--- src/hdl/pcv_pkg.sv ---
// Constants and types shared by the program counter vectoring block
package pcv_pkg;

  // ----------------------------------------------------------------
  // Widths
  // ----------------------------------------------------------------
  localparam int unsigned PCV_PC_W = 10;
  localparam int unsigned PCV_BYTE_W = 8;
  localparam int unsigned PCV_WORD_W = 16;
  localparam int unsigned PCV_CTX_FLAG_W = 6;

  // ----------------------------------------------------------------
  // Program addresses
  // ----------------------------------------------------------------
  localparam logic [9:0] PCV_RESET_VECTOR = 10'h000;
  localparam logic [9:0] PCV_IRQ_VECTOR = 10'h008;
  localparam logic [9:0] PCV_RSV_FIRST = 10'h3FD;
  localparam logic [9:0] PCV_RSV_LAST = 10'h3FF;
  localparam logic [9:0] PCV_PC_STEP = 10'h001;

  // ----------------------------------------------------------------
  // Special flag register fields
  // ----------------------------------------------------------------
  localparam int unsigned PCV_FLAG_A_BIT = 7;
  localparam int unsigned PCV_FLAG_B_BIT = 6;

  // ----------------------------------------------------------------
  // Reset values
  // ----------------------------------------------------------------
  localparam logic PCV_POR_FLAG_A = 1'b1;
  localparam logic PCV_POR_FLAG_B = 1'b0;
  localparam logic PCV_WDT_FLAG_A = 1'b0;
  localparam logic PCV_WDT_FLAG_B = 1'b0;
  localparam logic PCV_EXT_FLAG_A = 1'b1;
  localparam logic PCV_EXT_FLAG_B = 1'b1;
  localparam logic [7:0] PCV_BYTE_RESET = 8'h00;
  localparam logic [5:0] PCV_CTX_FLAG_RESET = 6'h00;
  localparam logic [15:0] PCV_WORD_RESET = 16'h0000;

  // ----------------------------------------------------------------
  // Table read sequencer
  // ----------------------------------------------------------------
  typedef enum logic [1:0] {
    PCV_TBL_IDLE = 2'h0,
    PCV_TBL_ISSUE = 2'h1,
    PCV_TBL_CAPTURE = 2'h2
  } pcv_tbl_state_t;

endpackage

--- src/hdl/pcv_reset_cause.sv ---
// Reset cause flags and system soft reset pulse
`timescale 1ns/1ps
`default_nettype none

module pcv_reset_cause (
  input wire logic clk_sys,
  input wire logic rst_n,
  input wire logic wdt_reset_req,
  input wire logic ext_reset_req,
  output logic reset_cause_flag_a,
  output logic reset_cause_flag_b,
  output logic soft_rst
);

  logic flag_a_q;
  logic flag_a_d;
  logic flag_b_q;
  logic flag_b_d;
  logic soft_q;
  logic soft_d;

  // ----------------------------------------------------------------
  // Cause capture; external wins when both arrive together
  // ----------------------------------------------------------------
  always_comb
  begin
    flag_a_d = flag_a_q;
    flag_b_d = flag_b_q;
    soft_d = 1'b0;
    if (ext_reset_req)
    begin
      flag_a_d = pcv_pkg::PCV_EXT_FLAG_A;
      flag_b_d = pcv_pkg::PCV_EXT_FLAG_B;
      soft_d = 1'b1;
    end
    else if (wdt_reset_req)
    begin
      flag_a_d = pcv_pkg::PCV_WDT_FLAG_A;
      flag_b_d = pcv_pkg::PCV_WDT_FLAG_B;
      soft_d = 1'b1;
    end
  end

  always_ff @(posedge clk_sys or negedge rst_n)
  begin
    if (!rst_n)
    begin
      flag_a_q <= pcv_pkg::PCV_POR_FLAG_A;
      flag_b_q <= pcv_pkg::PCV_POR_FLAG_B;
      soft_q <= 1'b0;
    end
    else
    begin
      flag_a_q <= flag_a_d;
      flag_b_q <= flag_b_d;
      soft_q <= soft_d;
    end
  end

  assign reset_cause_flag_a = flag_a_q;
  assign reset_cause_flag_b = flag_b_q;
  assign soft_rst = soft_q;

endmodule

`default_nettype wire

--- src/hdl/pcv_ctx_buffer.sv ---
// Single-level context save and restore buffer
`timescale 1ns/1ps
`default_nettype none

module pcv_ctx_buffer (
  input wire logic clk_sys,
  input wire logic rst_n,
  input wire logic soft_rst,
  input wire logic ctx_save,
  input wire logic ctx_restore,
  input wire logic [7:0] accumulator,
  input wire logic [7:0] special_flag_register,
  output logic [7:0] ctx_acc,
  output logic [5:0] ctx_flags,
  output logic ctx_restore_valid
);

  logic [7:0] acc_q;
  logic [7:0] acc_d;
  logic [5:0] flg_q;
  logic [5:0] flg_d;
  logic vld_q;
  logic vld_d;

  // ----------------------------------------------------------------
  // One slot only, a new save replaces the old one
  // ----------------------------------------------------------------
  always_comb
  begin
    acc_d = acc_q;
    flg_d = flg_q;
    vld_d = 1'b0;
    if (soft_rst)
    begin
      acc_d = pcv_pkg::PCV_BYTE_RESET;
      flg_d = pcv_pkg::PCV_CTX_FLAG_RESET;
    end
    else if (ctx_save)
    begin
      acc_d = accumulator;
      flg_d = special_flag_register[5:0];
    end
    else if (ctx_restore)
    begin
      vld_d = 1'b1;
    end
  end

  always_ff @(posedge clk_sys or negedge rst_n)
  begin
    if (!rst_n)
    begin
      acc_q <= pcv_pkg::PCV_BYTE_RESET;
      flg_q <= pcv_pkg::PCV_CTX_FLAG_RESET;
      vld_q <= 1'b0;
    end
    else
    begin
      acc_q <= acc_d;
      flg_q <= flg_d;
      vld_q <= vld_d;
    end
  end

  assign ctx_acc = acc_q;
  assign ctx_flags = flg_q;
  assign ctx_restore_valid = vld_q;

endmodule

`default_nettype wire

--- src/hdl/pcv_top.sv ---
// Program counter, vectoring, context buffer and table read sequencing
`timescale 1ns/1ps
`default_nettype none

module pcv_top (
  input wire logic clk_sys,
  input wire logic arst_n,
  input wire logic wdt_reset_req,
  input wire logic ext_reset_req,
  input wire logic pc_step,
  input wire logic pc_jump,
  input wire logic [9:0] pc_jump_target,
  input wire logic irq_take,
  input wire logic interrupt_return,
  input wire logic [9:0] return_addr,
  input wire logic bank_zero_add,
  input wire logic pcl_sub,
  input wire logic [7:0] accumulator,
  input wire logic [7:0] special_flag_register,
  input wire logic ctx_save,
  input wire logic ctx_restore,
  input wire logic idx_high_wr,
  input wire logic idx_low_wr,
  input wire logic [7:0] idx_wdata,
  input wire logic idx_low_inc,
  input wire logic idx_high_inc,
  input wire logic rom_table_read,
  input wire logic [15:0] rom_data,
  output logic [9:0] fetch_addr,
  output logic [7:0] pc_low_byte,
  output logic [1:0] pc_high_part,
  output logic pc_in_reserved,
  output logic push_valid,
  output logic [9:0] push_addr,
  output logic reset_cause_flag_a,
  output logic reset_cause_flag_b,
  output logic [7:0] ctx_acc,
  output logic [5:0] ctx_flags,
  output logic ctx_restore_valid,
  output logic [7:0] idx_high,
  output logic [7:0] idx_low,
  output logic rom_rd_en,
  output logic [15:0] rom_addr,
  output logic tbl_busy,
  output logic tbl_done,
  output logic [7:0] tbl_acc_data,
  output logic [7:0] lookup_result
);

  // ----------------------------------------------------------------
  // Reset release
  // ----------------------------------------------------------------
  logic rst_meta_q;
  logic rst_sync_q;
  logic soft_rst;

  always_ff @(posedge clk_sys or negedge arst_n)
  begin
    if (!arst_n)
    begin
      rst_meta_q <= 1'b0;
      rst_sync_q <= 1'b0;
    end
    else
    begin
      rst_meta_q <= 1'b1;
      rst_sync_q <= rst_meta_q;
    end
  end

  pcv_reset_cause u_cause (
    .clk_sys(clk_sys),
    .rst_n(rst_sync_q),
    .wdt_reset_req(wdt_reset_req),
    .ext_reset_req(ext_reset_req),
    .reset_cause_flag_a(reset_cause_flag_a),
    .reset_cause_flag_b(reset_cause_flag_b),
    .soft_rst(soft_rst)
  );

  pcv_ctx_buffer u_ctx (
    .clk_sys(clk_sys),
    .rst_n(rst_sync_q),
    .soft_rst(soft_rst),
    .ctx_save(ctx_save),
    .ctx_restore(ctx_restore),
    .accumulator(accumulator),
    .special_flag_register(special_flag_register),
    .ctx_acc(ctx_acc),
    .ctx_flags(ctx_flags),
    .ctx_restore_valid(ctx_restore_valid)
  );

  // ----------------------------------------------------------------
  // PC arithmetic
  // ----------------------------------------------------------------
  function automatic logic [9:0] pcv_low_add(input logic [9:0] pc, input logic [7:0] a);
    logic [8:0] sum;
    sum = {1'b0, pc[7:0]} + {1'b0, a};
    return {pc[9:8] + {1'b0, sum[8]}, sum[7:0]};
  endfunction

  function automatic logic [9:0] pcv_low_sub(input logic [9:0] pc, input logic [7:0] a);
    logic [7:0] dif;
    dif = pc[7:0] - a;
    return {pc[9:8], dif};
  endfunction

  // ----------------------------------------------------------------
  // Program counter and interrupt push
  // ----------------------------------------------------------------
  logic [9:0] pc_q;
  logic [9:0] pc_d;
  logic push_vld_q;
  logic push_vld_d;
  logic [9:0] push_addr_q;
  logic [9:0] push_addr_d;

  always_comb
  begin
    pc_d = pc_q;
    push_vld_d = 1'b0;
    push_addr_d = push_addr_q;
    if (soft_rst)
    begin
      pc_d = pcv_pkg::PCV_RESET_VECTOR;
      push_addr_d = pcv_pkg::PCV_RESET_VECTOR;
    end
    else if (irq_take)
    begin
      push_vld_d = 1'b1;
      push_addr_d = pc_q;
      pc_d = pcv_pkg::PCV_IRQ_VECTOR;
    end
    else if (interrupt_return)
    begin
      pc_d = return_addr;
    end
    else if (pc_jump)
    begin
      pc_d = pc_jump_target;
    end
    else if (bank_zero_add)
    begin
      pc_d = pcv_low_add(pc_q, accumulator);
    end
    else if (pcl_sub)
    begin
      pc_d = pcv_low_sub(pc_q, accumulator);
    end
    else if (pc_step)
    begin
      pc_d = pc_q + pcv_pkg::PCV_PC_STEP;
    end
  end

  always_ff @(posedge clk_sys or negedge rst_sync_q)
  begin
    if (!rst_sync_q)
    begin
      pc_q <= pcv_pkg::PCV_RESET_VECTOR;
      push_vld_q <= 1'b0;
      push_addr_q <= pcv_pkg::PCV_RESET_VECTOR;
    end
    else
    begin
      pc_q <= pc_d;
      push_vld_q <= push_vld_d;
      push_addr_q <= push_addr_d;
    end
  end

  assign fetch_addr = pc_q;
  assign pc_low_byte = pc_q[7:0];
  assign pc_high_part = pc_q[9:8];
  assign pc_in_reserved = (pc_q >= pcv_pkg::PCV_RSV_FIRST) && (pc_q <= pcv_pkg::PCV_RSV_LAST);
  assign push_valid = push_vld_q;
  assign push_addr = push_addr_q;

  // ----------------------------------------------------------------
  // Table index registers
  // ----------------------------------------------------------------
  logic [7:0] idx_hi_q;
  logic [7:0] idx_hi_d;
  logic [7:0] idx_lo_q;
  logic [7:0] idx_lo_d;

  always_comb
  begin
    idx_hi_d = idx_hi_q;
    idx_lo_d = idx_lo_q;
    if (soft_rst)
    begin
      idx_hi_d = pcv_pkg::PCV_BYTE_RESET;
      idx_lo_d = pcv_pkg::PCV_BYTE_RESET;
    end
    else
    begin
      if (idx_high_wr)
      begin
        idx_hi_d = idx_wdata;
      end
      else if (idx_high_inc)
      begin
        idx_hi_d = idx_hi_q + 8'h01;
      end
      if (idx_low_wr)
      begin
        idx_lo_d = idx_wdata;
      end
      else if (idx_low_inc)
      begin
        idx_lo_d = idx_lo_q + 8'h01;
      end
    end
  end

  always_ff @(posedge clk_sys or negedge rst_sync_q)
  begin
    if (!rst_sync_q)
    begin
      idx_hi_q <= pcv_pkg::PCV_BYTE_RESET;
      idx_lo_q <= pcv_pkg::PCV_BYTE_RESET;
    end
    else
    begin
      idx_hi_q <= idx_hi_d;
      idx_lo_q <= idx_lo_d;
    end
  end

  assign idx_high = idx_hi_q;
  assign idx_low = idx_lo_q;

  // ----------------------------------------------------------------
  // Table read sequencer
  // ----------------------------------------------------------------
  pcv_pkg::pcv_tbl_state_t tbl_q;
  pcv_pkg::pcv_tbl_state_t tbl_d;
  logic [15:0] raddr_q;
  logic [15:0] raddr_d;
  logic done_q;
  logic done_d;
  logic [7:0] tacc_q;
  logic [7:0] tacc_d;
  logic [7:0] res_q;
  logic [7:0] res_d;

  always_comb
  begin
    tbl_d = tbl_q;
    raddr_d = raddr_q;
    done_d = 1'b0;
    tacc_d = tacc_q;
    res_d = res_q;
    if (soft_rst)
    begin
      tbl_d = pcv_pkg::PCV_TBL_IDLE;
      raddr_d = pcv_pkg::PCV_WORD_RESET;
      tacc_d = pcv_pkg::PCV_BYTE_RESET;
      res_d = pcv_pkg::PCV_BYTE_RESET;
    end
    else
    begin
      unique case (tbl_q)
        pcv_pkg::PCV_TBL_IDLE:
        begin
          if (rom_table_read)
          begin
            raddr_d = {idx_hi_q, idx_lo_q};
            tbl_d = pcv_pkg::PCV_TBL_ISSUE;
          end
        end
        pcv_pkg::PCV_TBL_ISSUE:
        begin
          tbl_d = pcv_pkg::PCV_TBL_CAPTURE;
        end
        pcv_pkg::PCV_TBL_CAPTURE:
        begin
          tacc_d = rom_data[7:0];
          res_d = rom_data[15:8];
          done_d = 1'b1;
          tbl_d = pcv_pkg::PCV_TBL_IDLE;
        end
        default:
        begin
          tbl_d = pcv_pkg::PCV_TBL_IDLE;
        end
      endcase
    end
  end

  always_ff @(posedge clk_sys or negedge rst_sync_q)
  begin
    if (!rst_sync_q)
    begin
      tbl_q <= pcv_pkg::PCV_TBL_IDLE;
      raddr_q <= pcv_pkg::PCV_WORD_RESET;
      done_q <= 1'b0;
      tacc_q <= pcv_pkg::PCV_BYTE_RESET;
      res_q <= pcv_pkg::PCV_BYTE_RESET;
    end
    else
    begin
      tbl_q <= tbl_d;
      raddr_q <= raddr_d;
      done_q <= done_d;
      tacc_q <= tacc_d;
      res_q <= res_d;
    end
  end

  assign rom_rd_en = (tbl_q == pcv_pkg::PCV_TBL_ISSUE);
  assign rom_addr = raddr_q;
  assign tbl_busy = (tbl_q != pcv_pkg::PCV_TBL_IDLE);
  assign tbl_done = done_q;
  assign tbl_acc_data = tacc_q;
  assign lookup_result = res_q;

endmodule

`default_nettype wire

--- config.mk ---
export PLATFORM = sky130hd
export DESIGN_NAME = pcv_top
export DESIGN_NICKNAME = d
export VERILOG_FILES = /design/src/hdl/pcv_pkg.sv /design/src/hdl/pcv_reset_cause.sv /design/src/hdl/pcv_ctx_buffer.sv /design/src/hdl/pcv_top.sv
export SDC_FILE = /design/constraint.sdc
export NUM_CORES = 1
export LEC_CHECK = 0
export ABC_CLOCK_PERIOD_IN_PS = 4250
export BUFFER_PORTS_ARGS = -buffer_cell sky130_fd_sc_hd__buf_2
export CORE_MARGIN = 2
export CORE_UTILIZATION = 56
export CTS_BUF_LIST = sky130_fd_sc_hd__clkbuf_8
export CTS_CLUSTER_DIAMETER = 120
export CTS_CLUSTER_SIZE = 14
export DETAILED_ROUTE_END_ITERATION = 10
export PLACE_DENSITY_LB_ADDON = 0.3
export SLEW_MARGIN = 30
export SYNTH_ARGS = -nofsm -noshare
export SYNTH_HDL_FRONTEND = slang
export SYNTH_SLANG_ARGS = --single-unit
--- constraint.sdc ---
create_clock -name clk_sys -period 4.25 [get_ports clk_sys]
set_input_delay 0.425 -clock clk_sys [delete_from_list [all_inputs] [get_ports clk_sys]]
set_output_delay 0.425 -clock clk_sys [all_outputs]
set_load 0.01 [all_outputs]
==> results.py, run 1 <==
metrics = {
    "clock_network": {
        "worst_skew_pair.late_latency_ps": 350,
        "clkSinkCount": 92,
        "numCtsBuffers": 9,
        "cts_root_buffer": "clkbuf_8",
        "cts_hold_buf": 1,
        "cts_tree": "yes",
        "postCtsSetupBuffers": 0,
        "cts_resized": 0,
        "cts_buffer_depth": 2,
        "htreeDepth": 3,
        "clk_pin_slew_ps": 80,
    },
    "sta": {
        "setup_viol": 0,
        "finalClockSkew_ps": 16.9,
        "fmax_mhz": 325,
        "post-route-period-util_pct": 72.3,
        "max_slew.worst_pin.slew_ps": 932,
        "whs_ps": 279,
        "slew_viol_final": 0,
        "min_period_ps": 3070,
        "hold_viol_final": 0,
        "slew_headroom_pct": 37.9,
        "finalSetupTns_ps": 0,
        "rsz0062_at_grt": "no",
    },
    "layout": {
        "drive_gt1_share_pct": 32.3,
        "diodes": 0,
        "fillCellCount": 682,
        "area_growth_pct": 19.9,
        "fin_area_um2": 6170,
        "final_cell_mix": "buf_2 (174), dfrtp_1 (90), nor2_1 (69), a22o_1 (33), mux2i_1 (28)",
        "seqCellArea_um2": 2310,
        "fin_nets": 755,
        "multi_input_area_um2": 2510,
        "fin_util_pct": 70.0,
        "final_common_cell": "buf_2",
    },
    "routing": {
        "vias_per_cell": 5.80,
        "drt_iter0_markers": 232,
        "highest_layer": "met5",
        "wl_met2_um": 6790,
        "antenna_left": 0,
        "route.layer.met1.wl_um": 5300,
        "drt_pass1_iterations": 4,
        "drc_errors": 0,
        "vias": 4452,
        "drt-total-wl_um": 13300,
        "wire_per_inst_um": 17.4,
        "wl_met3_um": 843,
    },
    "status": {
        "status": "completed",
    },
    "logic_synthesis": {
        "ys.flop_type": "dfrtp_1",
        "synth_edf_count": 0,
        "synth_top_cell_by_area": "dfrtp_1",
        "netlist-cell-type-count": 70,
        "ys_ff_latch": 92,
        "syn-instance-count": 505,
        "synth_top_cell_area_share_pct": 44.3,
        "syn_nets": 605,
        "syn_area_per_cell_um2": 10.2,
        "synth-warning-count": 0,
        "yosysSeqAreaShare_pct": 44.8,
        "netlist_area_um2": 5140,
        "synthTopCellsByArea": "dfrtp_1 (44%), a22o_1 (5.6%), mux2i_1 (5.5%), ha_1 (5.1%), nor2_1 (5.1%)",
        "async_flop_share_pct": 100,
    },
    "setup_path": {
        "arrival_ps": 3290,
        "crit_slowest_cell": "dfrtp_1",
        "worstSetupPathType": "register to register",
        "max_stage_delay_ps": 600,
        "cp-end-kind": "register",
        "worstPathRequired_ps": 4470,
        "crit_chain": "ha_1 > inv_1 > fa_1 > o21bai_1 > a22o_1 > o21bai_1 > a21oi_1 > o21ai_0 > nand2b_1 > ha_1 > xor2_1 > a221oi_1 > o41ai_1",
        "worst_setup_path_start_kind": "register",
        "path_max_fanout": 11,
    },
    "pwr": {
        "p_sw_w": 0.000493,
        "total_power_w": 0.00184,
        "vdd_drop_max_uv": 244,
        "p_per_area_nw_per_um2": 299,
        "p_seq_share_pct": 50.5,
        "intPower_w": 0.00135,
        "clkPwrFrac_pct": 35.6,
        "p_leak_nw": 3.25,
        "switching_share_pct": 26.8,
        "combPwrFrac_pct": 13.9,
    },
    "floorplan": {
        "initial_core_util_pct": 58.4,
        "core_region_area_um2": 8810,
        "num_rows": 34,
        "die-area_um2": 9970,
        "die_y_um": 99.8,
        "io_pins": 177,
        "fp.dieW_um": 99.8,
    },
    "placement": {
        "gp_congestion": 0.914,
        "dp.final_hpwl_um": 9810,
        "post_dp_cell_area_um2": 5930,
        "io_buffers": 174,
    },
    "grt": {
        "grt_pass1_wl_um": 21600,
        "grt_max_degree": 52,
        "gr-total-overflow": 0,
        "track_usage_pct": 26.9,
        "grt_pass1_vias": 4413,
        "grt_antenna_before_repair": 1,
    },
    "hold_path": {
        "hp-class": "input pin to register",
    },
    "run": {
        "drv_cap": 0,
    },
}
[worst paths after layout]
kind	from	to	cells after the start	slack [ps]
setup / recovery	fetch_addr[0]$_DFFE_PN0P_	fetch_addr[9]$_DFFE_PN0P_	13	1180
hold / removal	wdt_reset_req	u_cause.soft_rst$_DFF_PN0_	2	280
setup reg to reg	fetch_addr[0]$_DFFE_PN0P_	fetch_addr[9]$_DFFE_PN0P_	13	1180
hold reg to reg	rst_meta_q$_DFF_PN0_	rst_sync_q$_DFF_PN0_	0	350
max in group asynchronous	rst_sync_q$_DFF_PN0_	fetch_addr[9]$_DFFE_PN0P_	1	2900
min in group asynchronous	rst_sync_q$_DFF_PN0_	fetch_addr[3]$_DFFE_PN0P_	0	360
[power by group through the flow]
stage	clock (W)	sequential [W]	combinational [W]
finish	0.000655	0.000931	0.000256
detailed placement	0	0.000949	0.000254
CTS	0.000666	0.000932	0.000257
global route	0.000697	0.000937	0.000283
floorplan	0	0.000950	0.000158
global placement	0	0.000947	0.000246
[state kept, by name, indices dropped and copies added, names as in the netlist]
| signal | count |
|---|---|
| push_addr | 10 |
| rom_addr | 16 |
| rst_meta_q | 1 |
| idx_low | 8 |
| tbl_done | 1 |
| u_ctx.ctx_restore_valid | 1 |
| tbl_acc_data | 8 |
| push_valid | 1 |
| u_cause.soft_rst | 1 |
| rst_sync_q | 1 |
| u_ctx.ctx_acc | 8 |
| u_ctx.ctx_flags | 6 |
| lookup_result | 8 |
| idx_high | 8 |
| u_cause.reset_cause_flag_b | 1 |
| u_cause.reset_cause_flag_a | 1 |
| fetch_addr | 10 |
| tbl_q | 2 |
[per-stage QoR]
stage,cells,worst slack [ps]
2_1_floorplan,505,1500
3_5_place_dp,751,1230
4_1_cts,768,1210
6_report,768,1180
3_3_place_gp,751,1340
5_1_grt,768,957
[final cells by class]
class / instances / area share (%)
multi-input combinational: 349 / 40.6
sequential: 92 / 37.4
timing repair buffer: 177 / 14.5
clock buffer: 10 / 2.23
tap: 108 / 2.19
inverter: 26 / 1.58
clock inverter: 6 / 1.42
[synth_stat cells (3+ instances only)]
master	n
mux2i_1	28
xnor2_1	11
nand3_1	9
or3_1	3
ha_1	21
o21bai_1	4
nand2b_1	4
o21ai_0	15
a22o_1	33
o211ai_1	4
buf_4	11
nor2b_1	6
nor2_1	70
xor2_1	14
nor3_1	4
nor3b_1	3
o221ai_1	4
clkbuf_1	15
a211oi_2	3
nand4_1	7
buf_6	6
a21o_1	3
nand2_1	17
inv_1	24
a21oi_1	29
a211oi_1	10
dfrtp_1	91
[logic make-up after synthesis]
logic type,after synthesis,share of synthesized area [%]
buffers and inverters,64,6.79
adders and majority gates,23,5.89
other,1,0.0729
DFF,92,44.8
AOI/OAI and AO/OA,130,19.0
xor gates and xnor gates,25,4.26
and+or+nand+nor,141,13.6
muxes,29,5.67
[worst max-delay path, delay by kind of cell (launching register included)]
| kind | cells | cell delay, ps |
|---|---|---|
| AOI/OAI and AO/OA | 7 | 1210 |
| xor gates and xnor gates | 1 | 160 |
| adders and majority gates | 3 | 830 |
| buffers and inverters | 1 | 60 |
| DFF | 1 | 600 |
| and+or+nand+nor | 1 | 110 |
[metal layers]
layer / global-route usage [%] / up-vias
met1: 33.6 / 2173
met2: 46.4 / 158
met5: 0 / -
li1: - / 2090
met4: 10.1 / 2
met3: 5.57 / 29
Power figures use the tool's default switching activity.
==> inputs of run 2 (changes only) <==
--- a/config.mk
+++ b/config.mk
@@ -5,10 +5,10 @@
 export SDC_FILE = /design/constraint.sdc
 export NUM_CORES = 1
 export LEC_CHECK = 0
-export ABC_CLOCK_PERIOD_IN_PS = 4250
+export ABC_CLOCK_PERIOD_IN_PS = 2700
 export BUFFER_PORTS_ARGS = -buffer_cell sky130_fd_sc_hd__buf_2
 export CORE_MARGIN = 2
-export CORE_UTILIZATION = 56
+export CORE_UTILIZATION = 47
 export CTS_BUF_LIST = sky130_fd_sc_hd__clkbuf_8
 export CTS_CLUSTER_DIAMETER = 120
 export CTS_CLUSTER_SIZE = 14
==> constraint.sdc (replaced) <==
create_clock -name clk_sys -period 2.7 [get_ports clk_sys]
set_input_delay 0.27 -clock clk_sys [delete_from_list [all_inputs] [get_ports clk_sys]]
set_output_delay 0.27 -clock clk_sys [all_outputs]
set_load 0.01 [all_outputs]
==> run 2 against run 1 <==
  * Total power rose by 49%
  * Non-clock buffer count is 14 higher
  * Combinational power rose by 70%
  * Register-to-register slack worse by 1000 ps
  * Via count rose by 0.83%
  * Final area is 2.2% higher
  * Worst hold slack worse by 160 ps
  * Final cell count grew 6.1%
  * Critical path type unchanged
  * Critical endpoint unchanged
==> results.py, run 2 (synthesis results as in run 1) <==
metrics = {
    "clock_network": {
        "cts_buffer_depth": 2,
        "clkSinkCount": 92,
        "clk_pin_slew_ps": 90,
        "cts_tree": "yes",
        "htreeDepth": 3,
        "postCtsSetupBuffers": 0,
        "worst_skew_pair.late_latency_ps": 360,
        "numCtsBuffers": 9,
        "cts_root_buffer": "clkbuf_8",
    },
    "routing": {
        "vias": 4489,
        "vias_per_cell": 5.51,
        "drt_iter0_markers": 225,
        "drt_pass1_iterations": 4,
        "drc_errors": 0,
        "wire_per_inst_um": 17.1,
        "antenna_left": 0,
        "drt-total-wl_um": 13900,
    },
    "pwr": {
        "p_per_area_nw_per_um2": 436,
        "vdd_drop_max_uv": 310,
        "p_leak_nw": 3.32,
    },
    "placement": {
        "gp_congestion": 0.880,
        "dp.final_hpwl_um": 10600,
        "dp.cells": 797,
        "io_buffers": 174,
    },
    "status": {
        "status": "completed",
    },
    "sta": {
        "min_period_ps": 2550,
        "slew_headroom_pct": 40.1,
        "rsz0062_at_grt": "no",
        "hold_viol_final": 0,
        "fmax_mhz": 392,
        "finalSetupTns_ps": 0,
        "max_slew.worst_pin.slew_ps": 899,
        "whs_ps": 117,
        "finalClockSkew_ps": 10.2,
        "setup_viol": 0,
        "post-route-period-util_pct": 94.6,
        "slew_viol_final": 0,
    },
    "grt": {
        "grt_pass1_wl_um": 22400,
        "track_usage_pct": 24.5,
        "grt_max_degree": 51,
        "grt_pass1_vias": 4356,
        "gr-total-overflow": 0,
        "grt_antenna_before_repair": 1,
    },
    "layout": {
        "fin_nets": 769,
        "final_common_cell": "buf_2",
        "largest_reg_flops": 16,
        "final_cell_mix": "buf_2 (174), dfrtp_1 (90), nor2_1 (69), a22o_1 (33), mux2i_1 (28)",
        "drive_gt1_share_pct": 34.0,
        "final_cells": 815,
        "area_growth_pct": 22.5,
        "fillCellCount": 985,
    },
    "setup_path": {
        "worstSetupPathType": "register to register",
        "path_max_fanout": 2,
        "reg2reg_to": "fetch_addr[9]$_DFFE_PN0P_",
        "worstPathRequired_ps": 2940,
        "worst_setup_path_start_kind": "register",
        "rr_worst_depth": 13,
        "arrival_ps": 2800,
        "cp-end-kind": "register",
        "reg2reg_slack_ps": 150,
        "r2r_start": "fetch_addr[0]$_DFFE_PN0P_",
    },
    "hold_path": {
        "hp-class": "input pin to register",
        "hold_path_depth": 2,
        "hp-start": "ext_reset_req",
        "holdPathEnd": "u_cause.reset_cause_flag_b$_DFFE_PN0P_",
    },
    "floorplan": {
        "fp.dieW_um": 109,
        "initial_core_util_pct": 47.9,
        "io_pins": 177,
        "die-area_um2": 11800,
        "num_rows": 38,
        "core_region_area_um2": 10700,
        "die_y_um": 109,
    },
    "run": {
        "drv_cap": 0,
    },
}
==> run 2: layout make-up <==
type | count | area [um^2] | area share (%)
antenna | 1 | 2.50 | 0.0397
tap | 140 | 175 | 2.78
inverter | 26 | 97.6 | 1.55
timing repair buffer | 191 | 1010 | 16.1
sequential | 92 | 2310 | 36.6
clock inverter | 6 | 41.3 | 0.655
multi-input combinational | 349 | 2530 | 40.1
clock buffer | 10 | 138 | 2.18
==> run 2: worst max path at each step <==
stage,depth (start not counted),start,end
after CTS,13,fetch_addr[0]$_DFFE_PN0P_,fetch_addr[8]$_DFFE_PN0P_
after global routing,13,fetch_addr[0]$_DFFE_PN0P_,fetch_addr[8]$_DFFE_PN0P_
after global placement,14,accumulator[0],fetch_addr[8]$_DFFE_PN0P_
after detailed placement,14,accumulator[0],fetch_addr[8]$_DFFE_PN0P_
final,13,fetch_addr[0]$_DFFE_PN0P_,fetch_addr[9]$_DFFE_PN0P_
after floorplan,13,fetch_addr[0]$_DFFE_PN0P_,fetch_addr[8]$_DFFE_PN0P_
==> run 2: routing by layer <==
layer	vias to the layer above	GRT usage [%]	wire, um	part of all wire, %
li1	2114	-	-	-
met1	2218	31.7	5770	41
met2	141	41.4	7020	50
met3	16	5.18	967	6.9
met4	0	6.68	180	1.3
met5	-	0	0	0
==> run 2: through the flow <==
stage	utilization (%)	worst slack [ps]	power (W)	instance area [um^2]
finish	58.6	146	0.00275	6300
global route	58.6	13.3	0.00289	6300
CTS	58.4	17.6	0.00277	6270
detailed placement	56.6	-4.13	0.00191	6080
global placement	56.5	36.6	0.00190	6070
floorplan	-	4.69	0.00174	5140
==> run 2: where the power goes <==
group	internal, W	total (W)	switching [W]
Combinational	0.000185	0.000436	0.000251
Sequential	0.00141	0.00146	0.0000482
Clock	0.000361	0.000858	0.000498
Total	0.00195	0.00275	0.000797
==> run 2: worst max-delay path, stage by stage (launching register included) <==
cell and delay [ps]:
dfrtp_1 370, ha_1 170, inv_1 60, fa_2 370, o21bai_4 130, a22o_1 160, o21bai_1 60, a21oi_1 160
o21ai_1 70, nand2b_1 120, ha_1 180, xor2_1 160, a221oi_1 90, o41ai_1 350
==> run 2: timing repair <==
action                                 4_1_cts  5_1_grt
resized for setup                            0        5
setup endpoints to repair                    0        2
hold buffers                                 1        0
endpoints found under the hold margin        2        0
==> inputs of run 3 (changes only) <==
--- a/config.mk
+++ b/config.mk
@@ -5,10 +5,10 @@
 export SDC_FILE = /design/constraint.sdc
 export NUM_CORES = 1
 export LEC_CHECK = 0
-export ABC_CLOCK_PERIOD_IN_PS = 2700
+export ABC_CLOCK_PERIOD_IN_PS = 3100
 export BUFFER_PORTS_ARGS = -buffer_cell sky130_fd_sc_hd__buf_2
 export CORE_MARGIN = 2
-export CORE_UTILIZATION = 47
+export CORE_UTILIZATION = 56
 export CTS_BUF_LIST = sky130_fd_sc_hd__clkbuf_8
 export CTS_CLUSTER_DIAMETER = 120
 export CTS_CLUSTER_SIZE = 14
==> constraint.sdc (replaced) <==
create_clock -name clk_sys -period 3.1 [get_ports clk_sys]
set_input_delay 0.31 -clock clk_sys [delete_from_list [all_inputs] [get_ports clk_sys]]
set_output_delay 0.31 -clock clk_sys [all_outputs]
set_load 0.01 [all_outputs]
==> run 3 against run 2 <==
  * Clock skew up 2.8 ps
  * Combinational power down 12%
  * First-iteration DRC count down 0.89%
  * Clock power down 7.3%
  * Largest cell class unchanged
==> results.py, run 3 (synthesis results as in run 1) <==
metrics = {
    "setup_path": {
        "path_max_fanout": 4,
        "worstSetupPathType": "register to register",
        "arrival_ps": 2990,
        "rr_worst_depth": 13,
        "worst_setup_path_start_kind": "register",
        "cp-end-kind": "register",
        "worstPathRequired_ps": 3350,
    },
    "placement": {
        "dp.cells": 758,
        "gp_congestion": 0.919,
        "post_dp_cell_area_um2": 5980,
        "io_buffers": 174,
        "dp.final_hpwl_um": 10300,
    },
    "pwr": {
        "total_power_w": 0.00244,
        "p_per_area_nw_per_um2": 392,
        "vdd_drop_max_uv": 292,
        "p_leak_nw": 3.28,
    },
    "layout": {
        "fin_nets": 763,
        "area_growth_pct": 20.8,
        "fin_area_um2": 6210,
        "diodes": 0,
        "final_common_cell": "buf_2",
        "largest_reg_flops": 16,
        "drive_gt1_share_pct": 33.2,
        "final_cells": 776,
        "final_cell_mix": "buf_2 (174), dfrtp_1 (90), nor2_1 (69), a22o_1 (33), mux2i_1 (28)",
    },
    "clock_network": {
        "numCtsBuffers": 9,
        "clk_pin_slew_ps": 100,
        "worst_skew_pair.late_latency_ps": 360,
        "clkSinkCount": 92,
        "cts_root_buffer": "clkbuf_8",
        "htreeDepth": 3,
        "cts_tree": "yes",
        "cts_buffer_depth": 2,
    },
    "hold_path": {
        "hold_path_depth": 2,
        "hp-class": "input pin to register",
    },
    "status": {
        "status": "completed",
    },
    "grt": {
        "grt_max_degree": 73,
        "grt_antenna_before_repair": 0,
        "grt_pass1_vias": 4595,
        "track_usage_pct": 28.1,
        "grt_pass1_wl_um": 22300,
        "gr-total-overflow": 0,
    },
    "floorplan": {
        "die_y_um": 99.8,
        "die-area_um2": 9970,
        "num_rows": 34,
        "io_pins": 177,
        "core_region_area_um2": 8810,
        "initial_core_util_pct": 58.4,
        "fp.dieW_um": 99.8,
    },
    "sta": {
        "finalClockSkew_ps": 13.0,
        "setup_viol": 0,
        "hold_viol_final": 0,
        "slew_viol_final": 0,
        "fmax_mhz": 365,
        "max_slew.worst_pin.slew_ps": 706,
        "slew_headroom_pct": 51.7,
        "min_period_ps": 2740,
        "rsz0062_at_grt": "no",
        "post-route-period-util_pct": 88.4,
        "finalSetupTns_ps": 0,
    },
    "routing": {
        "drc_errors": 0,
        "vias": 4513,
        "vias_per_cell": 5.82,
        "antenna_left": 0,
        "drt_iter0_markers": 223,
        "drt_pass1_iterations": 4,
        "wire_per_inst_um": 17.8,
        "drt-total-wl_um": 13800,
    },
    "run": {
        "drv_cap": 0,
    },
}
-- run 3: changes by cell type in the layout (fill, tap and decap cells not counted), moves of 2 or more --
cell      before  now
buf_4         15    9
inv_1         26   24
inv_6          1    3
clkinv_4       2    0
-- run 3: layout make-up --
| type | count | area (um^2) |
|---|---|---|
| fill | 667 | 2590 |
| multi-input combinational | 349 | 2510 |
| sequential | 92 | 2310 |
| timing repair buffer | 185 | 976 |
| clock buffer | 10 | 138 |
| tap | 108 | 135 |
| inverter | 26 | 97.6 |
| clock inverter | 6 | 52.6 |
-- run 3: metal layers --
metal  wire, um  GRT usage [%]  vias to the layer above
met5          0              0                        -
met1       5460           34.5                     2240
met2       7240           49.8                      152
met3        878           6.55                       21
li1           -              -                     2100
met4        226           7.90                        0
-- run 3: what timing repair did --
item                       CTS  global route
hold buffers                 1             0
hold endpoints to repair     2             0
setup endpoints to repair    0             0
buffers inserted             0             0
gates resized for setup      0             0
-- run 3: power breakdown --
part | leakage (nW) | internal (W) | switching (W) | total [W]
clock network | 0.0918 | 0.000328 | 0.000467 | 0.000795
logic | 1.93 | 0.000157 | 0.000225 | 0.000382
registers | 1.26 | 0.00123 | 0.0000328 | 0.00126
total | 3.28 | 0.00171 | 0.000725 | 0.00244
-- run 3: per-stage QoR --
| step | utilization, % | setup slack [ps] | hold slack [ps] |
|---|---|---|---|
| 2_1_floorplan | - | 349 | 14.4 |
| 3_3_place_gp | 67.8 | 374 | 95.8 |
| 3_5_place_dp | 67.9 | 291 | 95.5 |
| 4_1_cts | 70.2 | 373 | 152 |
| 5_1_grt | 70.5 | 161 | 151 |
| 6_report | 70.5 | 359 | 166 |
-- run 3: worst paths after layout --
| check | slack (ps) | to | startpoint |
|---|---|---|---|
| min in group asynchronous | 220 | fetch_addr[3]$_DFFE_PN0P_ | rst_sync_q$_DFF_PN0_ |
| worst min-delay path | 170 | u_cause.reset_cause_flag_a$_DFFE_PN1P_ | ext_reset_req |
| max in group asynchronous | 2260 | u_cause.reset_cause_flag_a$_DFFE_PN1P_ | rst_sync_q$_DFF_PN0_ |
| worst max-delay path | 360 | fetch_addr[9]$_DFFE_PN0P_ | fetch_addr[0]$_DFFE_PN0P_ |
| worst min register to register | 220 | fetch_addr[3]$_DFFE_PN0P_ | rst_sync_q$_DFF_PN0_ |
| worst max register to register | 360 | fetch_addr[9]$_DFFE_PN0P_ | fetch_addr[0]$_DFFE_PN0P_ |
-- run 3: critical path, cell delays in order, from the launching register on --
cell and delay (ps):
dfrtp_1 370, ha_1 160, inv_1 50, fa_1 410
o21bai_1 210, a22o_1 240, o21bai_1 80, a21oi_1 140
o21ai_0 90, nand2b_1 100, ha_1 160, xor2_1 150
a221oi_1 110, o41ai_1 360
